**config.mk**
```make
export PLATFORM = sky130hd
export DESIGN_NAME = ppx_crossbar
export DESIGN_NICKNAME = d
export VERILOG_FILES = /design/src/rtl/ppx_pkg.sv /design/src/rtl/ppx_crossbar.sv /design/src/rtl/ppx_alloc.sv
export VERILOG_INCLUDE_DIRS = /design/src /design/src/rtl
export SDC_FILE = /design/constraint.sdc
export NUM_CORES = 1
export LEC_CHECK = 0
export CAP_MARGIN = 20
export CORE_UTILIZATION = 30
export DETAILED_ROUTE_END_ITERATION = 8
export DONT_BUFFER_PORTS = 1
export PLACE_DENSITY = 0.42
export SKIP_LAST_GASP = 1
export SYNTH_ARGS = -nofsm -noshare
export SYNTH_HDL_FRONTEND = slang
export SYNTH_SLANG_ARGS = --single-unit
```
**constraint.sdc**
```tcl
create_clock -name clock -period 4.3 [get_ports clock]
set_input_delay 0.86 -clock clock [delete_from_list [all_inputs] [get_ports clock]]
set_output_delay 0.86 -clock clock [all_outputs]
set_load 0.01 [all_outputs]
```
**src/rtl/ppx_defines.svh**
```systemverilog
// Notes on behaviour
// - enabled functions take lowest free pin
// - serial tx fixed P0.4, rx fixed P0.5
// - assigned pins skipped for later functions
// - skip-marked pins receive only the fixed serial tx/rx
// - smbus claims two pins, data then clock
// - leftover pins act as plain port pins
// - routing takes effect only once enabled
// - disabled crossbar: inputs only, drivers off
// - input-mode bit: 1 digital, 0 analog
// - analog pin: no pull-up, driver, receiver
// - drive type per output-mode bit; smbus open-drain
// - pull-up on open-drain pins unless disabled
// - pull-up off while pin drives zero
// - edge events on any digital pin
// - no events on analog; any pin selectable
// - skip bits 6:0 writable, bit 7 zero
// - route register: pca count 7:6, single enables
`ifndef PPX_DEFINES_SVH
`define PPX_DEFINES_SVH

`define PPX_ADDR_PORT      8'h80
`define PPX_ADDR_OUTMODE   8'ha4
`define PPX_ADDR_SKIP      8'he1
`define PPX_ADDR_ROUTE_A   8'he2
`define PPX_ADDR_ROUTE_B   8'he3
`define PPX_ADDR_EXTCFG    8'he4
`define PPX_ADDR_INMODE    8'hf1

`define PPX_RST_SKIP       8'h00
`define PPX_RST_ROUTE_A    8'h00
`define PPX_RST_ROUTE_B    8'h00
`define PPX_RST_INMODE     8'hff
`define PPX_RST_OUTMODE    8'h00
`define PPX_RST_LATCH      8'hff
`define PPX_RST_EXTCFG     8'h00

`define PPX_SKIP_WMASK     8'h7f
`define PPX_ROUTE_B_WMASK  8'hc7

`define PPX_RA_PCA_HI      7
`define PPX_RA_PCA_LO      6
`define PPX_RA_CMPA        5
`define PPX_RA_CMPS        4
`define PPX_RA_SYS_CLOCK   3
`define PPX_RA_SMB         2
`define PPX_RA_URX         1
`define PPX_RA_UTX         0

`define PPX_RB_WEAK_OFF    7
`define PPX_RB_XBAR_EN     6
`define PPX_RB_TIMER1      2
`define PPX_RB_TIMER0      1
`define PPX_RB_PCA_COUNT   0

`define PPX_EC_INT0_HI     2
`define PPX_EC_INT0_LO     0
`define PPX_EC_INT0_POL    3
`define PPX_EC_INT1_HI     6
`define PPX_EC_INT1_LO     4
`define PPX_EC_INT1_POL    7

`define PPX_TX_PIN         3'd4
`define PPX_RX_PIN         3'd5

`endif

```
**src/rtl/ppx_pkg.sv**
```systemverilog
package ppx_pkg;

    // order after the fixed serial pins is the placement priority
    typedef enum logic [3:0] {
        PPX_F_GPIO,
        PPX_F_UTX,
        PPX_F_URX,
        PPX_F_SDA,
        PPX_F_SCL,
        PPX_F_CMPS,
        PPX_F_CMPA,
        PPX_F_SYS_CLOCK,
        PPX_F_PCA_CH0,
        PPX_F_PCA_CH1,
        PPX_F_PCA_CH2,
        PPX_F_PCA_COUNT,
        PPX_F_TIMER0,
        PPX_F_TIMER1
    } ppx_func_type;

    localparam int PPX_NREQ  = 11;
    localparam int PPX_FIRST = 3;

endpackage

```
**src/rtl/ppx_crossbar.sv**
```systemverilog
`timescale 1ns/1ns
`include "ppx_defines.svh"
module ppx_crossbar (
    // clock and reset
    input  wire logic       clock,
    input  wire logic       rst,
    // special function register access
    input  wire logic [7:0] sfr_addr,
    input  wire logic [7:0] sfr_wdata,
    input  wire logic       sfr_wr,
    input  wire logic       sfr_rd,
    output logic      [7:0] sfr_rdata,
    // port pads
    input  wire logic [7:0] pad_in,
    output logic      [7:0] pad_out,
    output logic      [7:0] pad_oe,
    output logic      [7:0] pad_pullup,
    output logic      [7:0] pad_in_en,
    // peripheral signals toward pins
    input  wire logic       uart_tx,
    input  wire logic       smb_sda_drive,
    input  wire logic       smb_scl_drive,
    input  wire logic       comparator_sync_out,
    input  wire logic       comparator_async_out,
    input  wire logic       system_clock_out,
    input  wire logic [2:0] pca_channel_out,
    // pin signals toward peripherals
    output logic            uart_rx,
    output logic            smb_sda_in,
    output logic            smb_scl_in,
    output logic            pca_ext_count_in,
    output logic            timer0_input,
    output logic            timer1_input,
    // external events
    output logic            ext_int0_level,
    output logic            ext_int1_level,
    output logic            ext_int0_edge,
    output logic            ext_int1_edge
);
    import ppx_pkg::*;

    logic [7:0] crossbar_skip_reg_r;
    logic [7:0] crossbar_route_reg_a_r;
    logic [7:0] crossbar_route_reg_b_r;
    logic [7:0] port_input_mode_reg_r;
    logic [7:0] port_output_mode_reg_r;
    logic [7:0] ext_int_pin_config_r;
    logic [7:0] port_latch_r;

    logic [7:0] pin_read;
    logic       crossbar_enable_bit;
    logic       weak_pullup_disable;
    logic [1:0] pca_channel_count;
    logic [2:0] cex_en;
    logic [PPX_NREQ-1:0] req;

    ppx_func_type pin_func_nxt [8];
    ppx_func_type pin_func_r   [8];

    logic [7:0] pad_out_nxt;
    logic [7:0] pad_oe_nxt;
    logic [7:0] pad_pullup_nxt;

    logic       uart_rx_nxt;
    logic       smb_sda_in_nxt;
    logic       smb_scl_in_nxt;
    logic       pca_count_nxt;
    logic       timer0_nxt;
    logic       timer1_nxt;

    logic [2:0] int0_pin;
    logic [2:0] int1_pin;
    logic       int0_nxt;
    logic       int1_nxt;
    logic [7:0] rdata_nxt;

    assign crossbar_enable_bit = crossbar_route_reg_b_r[`PPX_RB_XBAR_EN];
    assign weak_pullup_disable = crossbar_route_reg_b_r[`PPX_RB_WEAK_OFF];
    assign pca_channel_count   =
        crossbar_route_reg_a_r[`PPX_RA_PCA_HI:`PPX_RA_PCA_LO];

    // channel count 0..3 opens channels from 0 upward
    always_comb begin
        cex_en = 3'h0;
        case (pca_channel_count)
            2'h1:    cex_en = 3'h1;
            2'h2:    cex_en = 3'h3;
            2'h3:    cex_en = 3'h7;
            default: cex_en = 3'h0;
        endcase
    end

    // bit order matches placement priority after the serial port
    assign req = {crossbar_route_reg_b_r[`PPX_RB_TIMER1],
                  crossbar_route_reg_b_r[`PPX_RB_TIMER0],
                  crossbar_route_reg_b_r[`PPX_RB_PCA_COUNT],
                  cex_en[2], cex_en[1], cex_en[0],
                  crossbar_route_reg_a_r[`PPX_RA_SYS_CLOCK],
                  crossbar_route_reg_a_r[`PPX_RA_CMPA],
                  crossbar_route_reg_a_r[`PPX_RA_CMPS],
                  crossbar_route_reg_a_r[`PPX_RA_SMB],
                  crossbar_route_reg_a_r[`PPX_RA_SMB]};

    ppx_alloc u_alloc (
        .skip     (crossbar_skip_reg_r),
        .utx_en   (crossbar_route_reg_a_r[`PPX_RA_UTX]),
        .urx_en   (crossbar_route_reg_a_r[`PPX_RA_URX]),
        .req      (req),
        .pin_func (pin_func_nxt)
    );

    // until enabled every pin is a plain port pin
    always_ff @(posedge clock) begin
        for (int p = 0; p < 8; p++) begin
            if (rst || !crossbar_enable_bit) begin
                pin_func_r[p] <= PPX_F_GPIO;
            end else begin
                pin_func_r[p] <= pin_func_nxt[p];
            end
        end
    end

    // analog pins read zero regardless of pad
    assign pin_read = pad_in & port_input_mode_reg_r;

    generate
        for (genvar p = 0; p < 8; p++) begin : g_pin
            logic val;
            logic smb_pin;
            logic push_pull;
            logic drive;

            always_comb begin
                val = 1'b1;
                case (pin_func_r[p])
                    PPX_F_GPIO:   val = port_latch_r[p];
                    PPX_F_UTX:    val = uart_tx;
                    PPX_F_SDA:    val = smb_sda_drive;
                    PPX_F_SCL:    val = smb_scl_drive;
                    PPX_F_CMPS:   val = comparator_sync_out;
                    PPX_F_CMPA:   val = comparator_async_out;
                    PPX_F_SYS_CLOCK: val = system_clock_out;
                    PPX_F_PCA_CH0:   val = pca_channel_out[0];
                    PPX_F_PCA_CH1:   val = pca_channel_out[1];
                    PPX_F_PCA_CH2:   val = pca_channel_out[2];
                    // input functions output high; released only when open-drain
                    default:      val = 1'b1;
                endcase
            end

            assign smb_pin   = (pin_func_r[p] == PPX_F_SDA) ||
                               (pin_func_r[p] == PPX_F_SCL);
            assign push_pull = port_output_mode_reg_r[p] && !smb_pin;
            assign drive     = crossbar_enable_bit &&
                               port_input_mode_reg_r[p];

            // open-drain only ever pulls low
            assign pad_oe_nxt[p]  = drive && (push_pull || !val);
            assign pad_out_nxt[p] = push_pull && val;
            // pull-up off on push-pull while crossbar on, analog and pins driven low
            assign pad_pullup_nxt[p] = port_input_mode_reg_r[p] &&
                                       !weak_pullup_disable &&
                                       !(drive && push_pull) &&
                                       !pad_oe_nxt[p];
        end
    endgenerate

    // unrouted inputs idle high so peripherals see no activity
    always_comb begin
        uart_rx_nxt    = 1'b1;
        smb_sda_in_nxt = 1'b1;
        smb_scl_in_nxt = 1'b1;
        pca_count_nxt  = 1'b1;
        timer0_nxt     = 1'b1;
        timer1_nxt     = 1'b1;
        for (int p = 0; p < 8; p++) begin
            case (pin_func_r[p])
                PPX_F_URX: uart_rx_nxt    = pin_read[p];
                PPX_F_SDA: smb_sda_in_nxt = pin_read[p];
                PPX_F_SCL: smb_scl_in_nxt = pin_read[p];
                PPX_F_PCA_COUNT: pca_count_nxt  = pin_read[p];
                PPX_F_TIMER0:    timer0_nxt     = pin_read[p];
                PPX_F_TIMER1:    timer1_nxt     = pin_read[p];
                default:   ;
            endcase
        end
    end

    // events watch any pin, routed or skipped, but never analog ones
    assign int0_pin = ext_int_pin_config_r[`PPX_EC_INT0_HI:`PPX_EC_INT0_LO];
    assign int1_pin = ext_int_pin_config_r[`PPX_EC_INT1_HI:`PPX_EC_INT1_LO];
    assign int0_nxt = port_input_mode_reg_r[int0_pin] &&
                      (pad_in[int0_pin] ==
                       ext_int_pin_config_r[`PPX_EC_INT0_POL]);
    assign int1_nxt = port_input_mode_reg_r[int1_pin] &&
                      (pad_in[int1_pin] ==
                       ext_int_pin_config_r[`PPX_EC_INT1_POL]);

    always_ff @(posedge clock) begin
        if (rst) begin
            ext_int0_level <= 1'b0;
            ext_int0_edge  <= 1'b0;
        end else begin
            ext_int0_level <= int0_nxt;
            ext_int0_edge  <= int0_nxt && !ext_int0_level;
        end
    end

    always_ff @(posedge clock) begin
        if (rst) begin
            ext_int1_level <= 1'b0;
            ext_int1_edge  <= 1'b0;
        end else begin
            ext_int1_level <= int1_nxt;
            ext_int1_edge  <= int1_nxt && !ext_int1_level;
        end
    end

    // pads
    always_ff @(posedge clock) begin
        if (rst) begin
            pad_out    <= 8'h00;
            pad_oe     <= 8'h00;
        end else begin
            pad_out    <= pad_out_nxt;
            pad_oe     <= pad_oe_nxt;
        end
    end

    always_ff @(posedge clock) begin
        if (rst) begin
            pad_pullup <= 8'hff;
            pad_in_en  <= 8'hff;
        end else begin
            pad_pullup <= pad_pullup_nxt;
            pad_in_en  <= port_input_mode_reg_r;
        end
    end

    // peripheral inputs
    always_ff @(posedge clock) begin
        if (rst) begin
            uart_rx          <= 1'b1;
            smb_sda_in       <= 1'b1;
            smb_scl_in       <= 1'b1;
            pca_ext_count_in <= 1'b1;
            timer0_input     <= 1'b1;
            timer1_input     <= 1'b1;
        end else begin
            uart_rx          <= uart_rx_nxt;
            smb_sda_in       <= smb_sda_in_nxt;
            smb_scl_in       <= smb_scl_in_nxt;
            pca_ext_count_in <= pca_count_nxt;
            timer0_input     <= timer0_nxt;
            timer1_input     <= timer1_nxt;
        end
    end

    // register writes
    always_ff @(posedge clock) begin
        if (rst) begin
            crossbar_skip_reg_r <= `PPX_RST_SKIP;
        end else if (sfr_wr && sfr_addr == `PPX_ADDR_SKIP) begin
            crossbar_skip_reg_r <= sfr_wdata & `PPX_SKIP_WMASK;
        end
    end

    always_ff @(posedge clock) begin
        if (rst) begin
            crossbar_route_reg_a_r <= `PPX_RST_ROUTE_A;
        end else if (sfr_wr && sfr_addr == `PPX_ADDR_ROUTE_A) begin
            crossbar_route_reg_a_r <= sfr_wdata;
        end
    end

    always_ff @(posedge clock) begin
        if (rst) begin
            crossbar_route_reg_b_r <= `PPX_RST_ROUTE_B;
        end else if (sfr_wr && sfr_addr == `PPX_ADDR_ROUTE_B) begin
            crossbar_route_reg_b_r <= sfr_wdata & `PPX_ROUTE_B_WMASK;
        end
    end

    always_ff @(posedge clock) begin
        if (rst) begin
            port_input_mode_reg_r <= `PPX_RST_INMODE;
        end else if (sfr_wr && sfr_addr == `PPX_ADDR_INMODE) begin
            port_input_mode_reg_r <= sfr_wdata;
        end
    end

    always_ff @(posedge clock) begin
        if (rst) begin
            port_output_mode_reg_r <= `PPX_RST_OUTMODE;
        end else if (sfr_wr && sfr_addr == `PPX_ADDR_OUTMODE) begin
            port_output_mode_reg_r <= sfr_wdata;
        end
    end

    always_ff @(posedge clock) begin
        if (rst) begin
            ext_int_pin_config_r <= `PPX_RST_EXTCFG;
        end else if (sfr_wr && sfr_addr == `PPX_ADDR_EXTCFG) begin
            ext_int_pin_config_r <= sfr_wdata;
        end
    end

    always_ff @(posedge clock) begin
        if (rst) begin
            port_latch_r <= `PPX_RST_LATCH;
        end else if (sfr_wr && sfr_addr == `PPX_ADDR_PORT) begin
            port_latch_r <= sfr_wdata;
        end
    end

    // register reads; port address returns pad levels, not the latch
    always_comb begin
        rdata_nxt = 8'h00;
        if (sfr_addr == `PPX_ADDR_SKIP) begin
            rdata_nxt = crossbar_skip_reg_r;
        end else if (sfr_addr == `PPX_ADDR_ROUTE_A) begin
            rdata_nxt = crossbar_route_reg_a_r;
        end else if (sfr_addr == `PPX_ADDR_ROUTE_B) begin
            rdata_nxt = crossbar_route_reg_b_r;
        end else if (sfr_addr == `PPX_ADDR_INMODE) begin
            rdata_nxt = port_input_mode_reg_r;
        end else if (sfr_addr == `PPX_ADDR_OUTMODE) begin
            rdata_nxt = port_output_mode_reg_r;
        end else if (sfr_addr == `PPX_ADDR_EXTCFG) begin
            rdata_nxt = ext_int_pin_config_r;
        end else if (sfr_addr == `PPX_ADDR_PORT) begin
            rdata_nxt = pin_read;
        end
    end

    always_ff @(posedge clock) begin
        if (rst) begin
            sfr_rdata <= 8'h00;
        end else if (sfr_rd) begin
            sfr_rdata <= rdata_nxt;
        end
    end

endmodule // ppx_crossbar

```
**src/rtl/ppx_alloc.sv**
```systemverilog
`timescale 1ns/1ns
module ppx_alloc (
    // configuration
    input  wire logic [7:0]                   skip,
    input  wire logic                         utx_en,
    input  wire logic                         urx_en,
    input  wire logic [ppx_pkg::PPX_NREQ-1:0] req,
    // result
    output ppx_pkg::ppx_func_type             pin_func [8]
);
    import ppx_pkg::*;

    logic [7:0] taken;
    logic       placed;

    always_comb begin
        taken  = skip;
        placed = 1'b0;
        for (int p = 0; p < 8; p++) begin
            pin_func[p] = PPX_F_GPIO;
        end
        // serial pins bypass the skip mask
        if (utx_en) begin
            taken[4]    = 1'b1;
            pin_func[4] = PPX_F_UTX;
        end
        if (urx_en) begin
            taken[5]    = 1'b1;
            pin_func[5] = PPX_F_URX;
        end
        // req bits in priority order; smbus is two bits
        for (int f = 0; f < PPX_NREQ; f++) begin
            placed = 1'b0;
            if (req[f]) begin
                for (int p = 0; p < 8; p++) begin
                    if (!placed && !taken[p]) begin
                        taken[p]    = 1'b1;
                        pin_func[p] = ppx_func_type'(4'(f + PPX_FIRST));
                        placed      = 1'b1;
                    end
                end
            end
        end
    end

endmodule // ppx_alloc

```
==> summary.md, run 1 <==
| Metric | Value |
|---|---|
| Switching Fraction | 22.54% |
| Routability cong. | about 0.84 |
| Cell row count | 64 |
| DR WL/cell | roughly 22 µm |
| Via Count | 9263 |
| Most common cell in the synthesized netlist | nand2_1 |
| TritonRoute pass-1 iters | 5 |
| Worst path cell trace | nand2_1 -> a22oi_2 -> a221o_1 -> o21ai_2 -> and2_1 -> maj3_2 -> a211oi_2 -> nor3_4 -> o21ai_2 -> a21oi_2 -> a311oi_1 |
| CTS tree | yes |
| HP Class | reg -> reg |
| Total number of H-tree levels | 4 |
| Fraction of registers with async set/reset | 0% |
| XOR/XNOR Fraction of Synth Area | 0.9162% |
| DR vias/cell | approximately 5.8 |
| Worst Path Max Fanout | 17 |
| Hold path depth | 2 |
| Post-synthesis compound-gate area fraction | between 20 and 30% |
| RSZ-0062 raised after global routing | false |
| Post-synth top cells | 151 x nand2_1, 134 x dfxtp_1, 132 x nor2_1 |
| Maximum root-to-sink buffer count | 2 |
| Placed cells | 1565 |
| Number of diodes | 0 |
| Layout cells sized above 1 | 11.32% |
| CP max-delay cell | dfxtp_1 |
| CTS Buf Count | 17 |
| Fin nets | between 1000 and 1500 |
| Max-cap violations | 0 |
| Largest family of logic cells by synthesized area | compound AO/OA/AOI/OAI gates |
| Clock power frac | 53.8% |
| Post-detail-place hpwl | around 26 mm |
| Pins Over Slew Limit | 0 |
| Sink count of the clock tree | around 130 |
| Synth top area share | 28.06% |
| Synthesized net count | 1290 |
| Internal power | 0.002194 W |
| Die area | 32580 µm² |
| CTS root buf | clkbuf_16 |
| Synth Register Bits | 134 |
| Mux cell area share after synthesis | 10.68% |
| Top FF cell, synth | dfxtp_1 |
| Reg-to-Reg Start | crossbar_skip_reg_r[2]$_SDFFE_PP0P_ |
| DRC | 0 |
| CP Buf/Inv Count | 0 |
| Initial core utilization | 30.85% |
| Synthesized instance count | 1253 |
| VDD IR max | between 0.2 and 0.3 mV |
| Fin crit share | 85.68% |
| Clk_skew | 0.009612 ns |
| Min Clock Period, post-route | 3.684 ns |
| FF-to-FF End | pin_func_r[1][15]$_SDFF_PP0_ |
| Most common cell on crit path | o21ai_2 |
| Gate power share | 1.9% |
| Largest net degree at the start of global routing | 102 |
| Critical Path RT | 4.61 ns |
| Areal power density over the cells | 272.9 nW/µm² |
| Synth area leaders | dfxtp_1 28%, mux2i_1 7.9%, nand2_1 5.9% |
| Worst Setup SP | crossbar_skip_reg_r[2]$_SDFFE_PP0P_ |
| Grt ovf | 0 |
| Die height | 180.5 µm |
| Total power | roughly 0.0028 W |
| First-pass GRT wire length | 53.54 mm |
| Fill cells | 3264 |
| LEAKAGE | ~3.8 nW |
| Antenna viol nets, final | 0 |
| Port Buffers | 0 |
| Arrival @ worst endpoint | 4.00 ns |
| CTS resizes | 0 |
| Synthesized area | 9559 µm² |
| Tightest Pin Transition | 0.9926 ns |
| R2R depth | 11 |
| CP Capture Type | register |
| Max incr delay on CP | 0.67 ns |
| Adder-cell area share of the yosys netlist | 0.7984% |
| Fmax | 0.2714 GHz |
| CTS clock-pin slew for the worst setup and hold paths | 0.06 ns |
| CTS Hold Bufs | 0 |
| Buffers inserted by post-CTS timing repair | 0 |
| Setup_tns | 0 ns |
| Delay-heaviest family, CP | compound AO/OA/AOI/OAI gates |
| Crit path depth | 11 |
| Register area share after synthesis | 28.06% |
| Classification of the worst setup path | reg -> reg |
| Yosys warns | 0 |
| Worst setup endpoint | pin_func_r[1][15]$_SDFF_PP0_ |
| Vias in the first global route | between 8000 and 9000 |
| Area delta synth->final | 8.535% |
| Dominant cell type by area after synthesis | dfxtp_1 |
| Synth unique cells | 96 |
| Syn avg cell area | 7.629 µm² |
| Die width | approximately 180 µm |
| Setup violations, final | 0 |
| Hold Fails Final Rpt | 0 |
| Status | complete, no violations |
| Initial DRC count | 807 |
| Total wire length | between 30 and 40 mm |
| Core Region | a little over 30000 µm² |
| Later-pin clock latency in the skew report | 0.43 ns |
| Post-Layout Cell Count | 1597 |
| Simple logic cell fraction of the synthesized area | 25.90% |
| IO Pins | 87 |
| Initial antenna violation count | 1 |
| Post-synth EDFFs | 0 |
| Slew Limit Headroom | 33.69% |
| FF-to-FF setup slack | 0.62 ns |
| Element type at the critical path start | register |
| Total global-route track usage | 21.34% |
| NetSw | 0.0006382 W |
| Reg power frac | 44.4% |
[state kept, by name, indices dropped and copies added (netlist names)]
name	cells
smb_sda_in	1
uart_rx	1
sfr_rdata	8
pca_ext_count_in	1
crossbar_skip_reg_r	7
pad_oe	8
pad_pullup	8
ext_int0_level	1
ext_int1_level	1
ext_int_pin_config_r	8
port_latch_r	8
timer1_input	1
crossbar_route_reg_a_r	8
crossbar_route_reg_b_r	5
pad_out	8
timer0_input	1
pad_in_en	8
smb_scl_in	1
port_output_mode_reg_r	8
pin_func_r	32
ext_int0_edge	1
ext_int1_edge	1
port_input_mode_reg_r	8
[kinds of logic after synthesis]
group | count (synthesis)
muxes | 91
AOI/OAI and AO/OA | 385
adders and majority gates | 7
and+or+nand+nor | 500
xor gates and xnor gates | 10
DFF | 134
buffers and inverters | 126
[worst min-delay path by stage]
stage,from,slack (ns),to
3_5_place_dp,port_latch_r[1]$_SDFFE_PP1P_,0.47,port_latch_r[1]$_SDFFE_PP1P_
5_1_grt,rst,0.48,pad_out[0]$_SDFF_PP0_
6_report,port_latch_r[1]$_SDFFE_PP1P_,0.47,port_latch_r[1]$_SDFFE_PP1P_
3_3_place_gp,port_latch_r[1]$_SDFFE_PP1P_,0.46,port_latch_r[1]$_SDFFE_PP1P_
4_1_cts,port_latch_r[1]$_SDFFE_PP1P_,0.48,port_latch_r[1]$_SDFFE_PP1P_
2_1_floorplan,port_latch_r[1]$_SDFFE_PP1P_,0.44,port_latch_r[1]$_SDFFE_PP1P_
[worst min-delay path, cell delays in order, from the launching register on]
cell	delay [ns]
dfxtp_1	0.32
nand2_1	0.05
nand3b_1	0.07
[power groups by stage]
| stage | clock [W] | sequential (W) | combinational (W) |
|---|---|---|---|
| 5_1_grt | 0.00161 | 0.00126 | 0.0000578 |
| 3_5_place_dp | 0 | 0.00128 | 0.0000529 |
| 4_1_cts | 0.00156 | 0.00126 | 0.0000532 |
| 3_3_place_gp | 0 | 0.00128 | 0.0000528 |
| 2_1_floorplan | 0 | 0.00128 | 0.0000640 |
| 6_report | 0.00152 | 0.00126 | 0.0000533 |
[layer usage]
layer	track usage, %	vias to the layer above	share of wire, %
li1	-	4479	-
met1	30.01	4409	47
met2	32.06	329	44
met3	4.850	46	6.6
met4	6.632	0	2.3
met5	0	-	0
[layout by cell type (no fill, tap or decap), types with 8 or more instances in the layout]
cell,n
a31oi_1,19
or2_2,18
a32oi_1,8
nor2_1,132
a221oi_1,9
a21o_1,11
o21a_1,11
nand2_1,151
mux2i_1,75
a21oi_1,102
and2_1,10
nor2b_1,13
dfxtp_1,134
nand3_1,37
clkbuf_16,17
o22ai_1,20
nor4_1,8
nand3b_1,25
and3_1,10
o21ai_0,69
o31ai_1,9
a211oi_1,19
nor3b_1,14
mux4_2,8
nor3_1,24
inv_1,14
mux2_2,8
buf_4,22
a22oi_1,12
o21bai_1,8
nand2b_1,11
[cell type report]
class	instances	area (µm²)	area share, %
sequential	134	2683	25.86
inverter	18	67.56	0.6512
timing repair buffer	24	205.2	1.978
clock buffer	18	429.2	4.137
clock inverter	14	175.2	1.688
tap	396	495.5	4.776
multi-input combinational	993	6320	60.91
[through the flow]
step | cell area (µm²) | hold slack, ns | worst slack [ns] | util, %
final | 10380 | 0.4684 | 0.6157 | 33.48
after global routing | 10380 | 0.4779 | 0.2359 | 33.48
after CTS | 10380 | 0.4762 | 0.6281 | 33.48
after detailed placement | 9771 | 0.4667 | 0.6506 | 31.53
after global placement | 9771 | 0.4559 | 0.7001 | 31.53
after floorplan | 9559 | 0.4398 | 1.325 | -
Note: power is estimated with default switching activity, not from simulation.
==> inputs of run 2 (changes only) <==
- SYNTH_HIERARCHICAL: not set -> 1
- clock period: 4.3 -> 4.4 ns (I/O delays scaled with it)
==> summary.md, run 2 <==
| Metric | Value |
|---|---|
| Number of diodes | 0 |
| Area delta synth->final | 9.977% |
| Synthesized instance count | 1317 |
| Critical Path RT | 4.72 ns |
| CTS tree | yes |
| Worst Min Path Start | port_latch_r[1]$_SDFFE_PP1P_ |
| Slew Limit Headroom | 37.21% |
| Setup_tns | 0 ns |
| Worst Setup SP | crossbar_route_reg_a_r[2]$_SDFFE_PP0P_ |
| DR WL/cell | 21.67 µm |
| Total number of H-tree levels | 4 |
| CTS root buf | clkbuf_16 |
| Cell row count | 67 |
| Initial antenna violation count | 0 |
| VDD IR max | ~0.25 mV |
| Placed cells | 1709 |
| Hold Fails Final Rpt | 0 |
| Adder-cell area share of the yosys netlist | 1.282% |
| CTS clock-pin slew for the worst setup and hold paths | 0.07 ns |
| First-pass GRT wire length | 58.64 mm |
| Synthesized area | 10250 µm² |
| LEAKAGE | 3.976 nW |
| Syn avg cell area | around 7.8 µm² |
| Fin crit share | 92.70% |
| Dominant cell type by area after synthesis | dfxtp_1 |
| TritonRoute pass-1 iters | 5 |
| DRC | 0 |
| Sink count of the clock tree | 134 |
| Port Buffers | 0 |
| Layout cells sized above 1 | 14.35% |
| Synth top area share | 26.18% |
| Commonest non-fill, non-tap cell in the layout | dfxtp_1 |
| Vias in the first global route | around 9600 |
| Total wire length | approximately 38 mm |
| Fill cells | 3594 |
| Routability cong. | 0.8561 |
| Antenna viol nets, final | 0 |
| Synth area leaders | dfxtp_1 26%, a21oi_1 5.4%, nand2_1 4.6% |
| Post-detail-place hpwl | 28.60 mm |
| Synth Register Bits | 134 |
| HP Class | reg -> reg |
| Areal power density over the cells | roughly 250 nW/µm² |
| Post-synth EDFFs | 0 |
| CTS Buf Count | 17 |
| Clk_skew | between 0.01 and 0.015 ns |
| Initial DRC count | 790 |
| Yosys warns | 6 |
| Worst Path Max Fanout | 33 |
| Setup ws final | 0.3214 ns |
| Most frequent cells in the layout | 132 x dfxtp_1, 125 x nand2_1, 120 x nor2_1 |
| Met3 wire len | 1.335 mm |
| Simple logic cell fraction of the synthesized area | 29.76% |
| Register area share after synthesis | about a quarter |
| IO Pins | 87 |
| DR vias/cell | between 5 and 6 |
| Arrival @ worst endpoint | about 4.4 ns |
| Reg-to-Reg Start | crossbar_route_reg_a_r[2]$_SDFFE_PP0P_ |
| Most flops, register | pin_func_r |
| Min Clock Period, post-route | 4.079 ns |
| FF-to-FF setup slack | 0.32 ns |
| Later-pin clock latency in the skew report | 0.43 ns |
| Synth unique cells | between 100 and 150 |
| Mux cell area share after synthesis | 6.606% |
| Most common cell in the synthesized netlist | dfxtp_1 |
| Max reg flops | 32 |
| Fin nets | 1320 |
| Most common cell on crit path | nand2_1 |
| CP Capture Type | register |
| Setup violations, final | 0 |
| Grt ovf | 0 |
| Total global-route track usage | between 20% and 30% |
| Post-synthesis compound-gate area fraction | 29.54% |
| RSZ-0062 raised after global routing | false |
| Core Region | 33530 µm² |
| Worst path cell trace | buf_4 -> maj3_1 -> a211o_2 -> nand4_1 -> nand2_1 -> buf_4 -> a31oi_1 -> nand2_1 -> a211oi_1 -> a221o_1 -> nand2_1 -> a211oi_2 -> a21oi_1 -> and2_1 |
| Top FF cell, synth | dfxtp_1 |
| Largest family of logic cells by synthesized area | simple AND/OR/NAND/NOR gates |
| Pins Over Slew Limit | 0 |
| Max incr delay on CP | 0.45 ns |
| XOR/XNOR Fraction of Synth Area | 0.5984% |
| Pre-CTS setup slack | 0.2122 ns |
| Die height | approximately 190 µm |
| Post-synth top cells | 134 x dfxtp_1, 125 x nand2_1, 120 x nor2_1 |
| Fmax | 0.2452 GHz |
| Max-cap violations | 0 |
| Tightest Pin Transition | 0.9367 ns |
| Element type at the critical path start | register |
| CP max-delay cell | a211o_2 |
| Fraction of registers with async set/reset | 0% |
| Met2 wire length | approximately 17 mm |
| Via Count | roughly 10000 |
| Met1 wire length | approximately 18 mm |
| Die width | roughly 190 µm |
| Classification of the worst setup path | reg -> reg |
| Largest net degree at the start of global routing | 79 |
| Status | complete, no violations |
| Initial core utilization | 30.56% |
| Post-Layout Cell Count | ~1700 |
| Die area | 34900 µm² |
| DR top layer | met4 |
| Maximum root-to-sink buffer count | 2 |
run 2: layout make-up:
type	count	area, µm²	share of cell area, %
multi-input cells	1062	6985	61.99
flip-flops and latches	134	2685	23.83
well taps	448	560.5	4.974
clock buffers	17	425.4	3.775
repair buffers	48	360.3	3.198
clock inverters	15	176.4	1.566
inverters	20	75.07	0.6662
run 2: where the power goes:
group	switching [W]	internal [W]
Sequential	0.00000666	0.00122
Combinational	0.0000417	0.0000326
Clock	0.000573	0.000893
run 2: what timing repair did:
item	CTS	global route
setup endpoints to repair	0	6
buffers inserted	0	3
hold buffers	0	0
resized for setup	0	5
run 2: path summary, 6_finish.rpt:
kind,to,cells after the start
hold reg to reg,port_latch_r[1]$_SDFFE_PP1P_,2
setup reg to reg,pin_func_r[1][15]$_SDFF_PP0_,14
setup / recovery,pin_func_r[1][15]$_SDFF_PP0_,14
hold / removal,port_latch_r[1]$_SDFFE_PP1P_,2
run 2: metrics by stage:
stage	util (%)	hold slack, ns	power [W]	instance area (µm²)
after global routing	33.60	0.4997	0.002866	11270
after global placement	31.68	0.4580	0.001326	10620
after CTS	33.47	0.4772	0.002803	11220
after detailed placement	31.68	0.4602	0.001326	10620
after floorplan	-	0.4325	0.001326	10250
final	33.60	0.4737	0.002766	11270
run 2: worst max-delay path: cells and delay by family (launching register included):
kind | cells | cell delay [ns]
AOI/OAI and AO/OA | 6 | 1.74
adders and majority gates | 1 | 0.41
and+or+nand+nor | 5 | 1.02
DFF | 1 | 0.36
buffers and inverters | 2 | 0.44
run 2: cell families after synthesis:
logic type	after synthesis
flops	134
buf+inv	123
other cells	1
compound gates	416
simple gates	568
fa+ha+maj	13
xor+xnor	7
mux	55
run 2: per-layer routing:
metal / global-route usage [%] / vias to the layer above
met4: 8.228 / 0
met3: 2.577 / 58
met1: 28.81 / 4907
met2: 34.99 / 281
li1: - / 4892
met5: 0 / -
==> inputs of run 3 (changes only) <==
- ABC_AREA: not set -> 1
- HOLD_SLACK_MARGIN: not set -> 0.05
- PLACE_DENSITY: 0.42 -> not set
- PLACE_DENSITY_LB_ADDON: not set -> 0.12
==> summary.md, run 3 <==
| Metric | Value |
|---|---|
| CTS root buf | clkbuf_16 |
| DR vias/cell | 4.867 |
| Setup violations, final | 0 |
| Number of diodes | 0 |
| Pins Over Slew Limit | 0 |
| Antenna viol nets, final | 0 |
| Initial core utilization | 30.83% |
| Fmax | 0.3103 GHz |
| Met2 wire length | 13.99 mm |
| Post-detail-place hpwl | ~25 mm |
| VDD IR max | 0.2609 mV |
| Total wire length | 31.47 mm |
| Buffers inserted by post-CTS timing repair | 0 |
| Setup_tns | 0 ns |
| Post-synth top cells | 439 x nand2_1, 203 x inv_1, 197 x nor2_1 |
| Port Buffers | 0 |
| Fin nets | 1556 |
| Dominant cell type by area after synthesis | dfxtp_1 |
| Grt ovf | 0 |
| Largest net degree at the start of global routing | 64 |
| Maximum root-to-sink buffer count | 2 |
| Sink count of the clock tree | 134 |
| Initial antenna violation count | 1 |
| Max reg flops | 32 |
| Status | complete, no violations |
| Min Clock Period, post-route | 3.223 ns |
| DRC | 0 |
| Slew Limit Headroom | 55.64% |
| Via Count | 9325 |
| Reg-to-Reg Start | crossbar_route_reg_a_r[2]$_SDFFE_PP0P_ |
| Vias in the first global route | 8668 |
| Fin crit share | 73.24% |
| Commonest non-fill, non-tap cell in the layout | nand2_1 |
| FF-to-FF End | pin_func_r[1][15]$_SDFF_PP0_ |
| IO Pins | 87 |
| Die height | 174.7 µm |
| Tightest Pin Transition | 0.6655 ns |
| Most flops, register | pin_func_r |
| Synth area leaders | dfxtp_1 30%, nand2_1 18%, inv_1 8.5% |
| RSZ-0062 raised after global routing | false |
| Hold Path End | ext_int1_edge$_SDFF_PP0_ |
| Arrival @ worst endpoint | 3.59 ns |
| Clk_skew | about 0.017 ns |
| Fill cells | 3297 |
| Hold path depth | 1 |
| Synth top area share | 29.99% |
| Most common cell in the synthesized netlist | nand2_1 |
| TritonRoute pass-1 iters | 6 |
| CTS Hold Bufs | 0 |
| CP Capture Type | register |
| R2R depth | 20 |
| Worst Path Max Fanout | 11 |
| DR top layer | met4 |
| CTS clock-pin slew for the worst setup and hold paths | 0.07 ns |
| Die area | roughly 31000 µm² |
| Hold Fails Final Rpt | 0 |
| Die width | 174.7 µm |
| Total number of H-tree levels | 4 |
| Routability cong. | 0.8929 |
| Worst Setup SP | crossbar_route_reg_a_r[2]$_SDFFE_PP0P_ |
| Syn avg cell area | 5.842 µm² |
| Post-Layout Cell Count | 1916 |
| Met3 wire len | slightly below 2 mm |
| Area delta synth->final | 10.27% |
| DR WL/cell | roughly 16 µm |
| Critical Path RT | 4.77 ns |
| Total global-route track usage | 20.89% |
| Post-synth EDFFs | 0 |
| Worst Min Path Start | ext_int1_level$_SDFF_PP0_ |
| CTS tree | yes |
| CTS Buf Count | 17 |
| Later-pin clock latency in the skew report | around 0.44 ns |
| Yosys warns | 6 |
| Post-placement cell area | 9269 µm² |
| Fin Hold WS | 0.4724 ns |
| Post-Route Utilization | 34.00% |
| Synth unique cells | 42 |
| First-pass GRT wire length | 49.50 mm |
| Synth Register Bits | 134 |
| Core Region | just under 30000 µm² |
| Synthesized instance count | 1531 |
| CTS resizes | 0 |
| Placed cells | between 1500 and 2000 |
| LEAKAGE | 4.381 nW |
| Top FF cell, synth | dfxtp_1 |
| Element type at the critical path start | register |
| FF-to-FF setup slack | between 1 and 1.5 ns |
| Layout cells sized above 1 | 8.616% |
| Synthesized area | 8945 µm² |
| Fraction of registers with async set/reset | 0% |
| Most frequent cells in the layout | 439 x nand2_1, 203 x inv_1, 197 x nor2_1 |
| Max-cap violations | 0 |
| Initial DRC count | 718 |
| Met1 wire length | between 10 and 15 mm |
| HP Class | reg -> reg |
| Classification of the worst setup path | reg -> reg |
| Register area share after synthesis | 29.99% |
| Design area | around 9900 µm² |
| Areal power density over the cells | about 280 nW/µm² |
| Cell row count | 62 |
==> run 3: cell types whose count changed after synthesis, sizes merged, moves of 27 or more <==
cell and change:
mux2i -35, inv +205, o21ai +51, nand2 +339
buf -27, nor2 +116, clkbuf -41, nand3 +64
and2 -50
==> run 3: worst max path at each step <==
| stage | endpoint | slack (ns) | cells past startpoint |
|---|---|---|---|
| final | pin_func_r[1][15]$_SDFF_PP0_ | 1.18 | 20 |
| after global routing | pin_func_r[1][13]$_SDFF_PP0_ | 0.85 | 21 |
| after CTS | pin_func_r[1][15]$_SDFF_PP0_ | 1.20 | 20 |
| after detailed placement | pin_func_r[1][12]$_SDFF_PP0_ | 1.20 | 20 |
| after global placement | pin_func_r[1][15]$_SDFF_PP0_ | 1.21 | 20 |
| after floorplan | pin_func_r[1][13]$_SDFF_PP0_ | 1.84 | 21 |
==> run 3: layout make-up <==
type                            count  area (µm²)  share of cell area, %
Sequential cell                   134        2683                  27.20
Clock inverter                     14       127.6                  1.294
Tap cell                          384       480.5                  4.871
Multi-Input combinational cell   1137        5240                  53.13
Timing Repair Buffer                3       42.54                 0.4313
Inverter                          226       850.8                  8.626
Clock buffer                       18       439.2                  4.453
==> run 3: cells by family (layout without fill, tap and decap cells) <==
kind of cell / after synthesis / after routing / share of synthesized area (%)
flops: 134 / 134 / 29.99
compound gates: 265 / 265 / 16.38
other cells: 1 / 2 / 0.04192
buf+inv: 261 / 261 / 11.47
simple gates: 870 / 870 / 42.12
==> run 3: stage by stage <==
stage	setup slack [ns]	power, W
finish	1.177	0.002718
detailed placement	1.204	0.001328
global route	0.8467	0.002810
CTS	1.204	0.002752
floorplan	1.841	0.001318
global placement	1.212	0.001328
==> run 3: report_power, final <==
group	internal, W	switching (W)	total [W]
clock network	0.000762	0.000655	0.00142
registers	0.00122	0.00000477	0.00122
logic	0.0000202	0.0000592	0.0000794
==> run 3: per-layer routing <==
| metal | vias up | GRT usage, % |
|---|---|---|
| met2 | 280 | 32.99 |
| li1 | 4863 | - |
| met3 | 43 | 3.416 |
| met1 | 4139 | 28.69 |
| met4 | 0 | 7.065 |
| met5 | - | 0 |
==> run 3: worst max-delay path, cell delays in order, from the launching register on <==
cell and delay (ns):
dfxtp_1 0.66, inv_1 0.24, a21oi_1 0.34, nor2_1 0.08, nand3_1 0.11, nor2_2 0.06
nand2_1 0.10, nor2_2 0.06, nand2_1 0.08, nor2_1 0.06, nor2_1 0.17, inv_1 0.06
nor2_1 0.23, nand2_1 0.15, nor2_1 0.24, nand2_1 0.08, nor2_1 0.13, nand2_1 0.10
nand2_1 0.08, inv_1 0.04, nor2_1 0.08
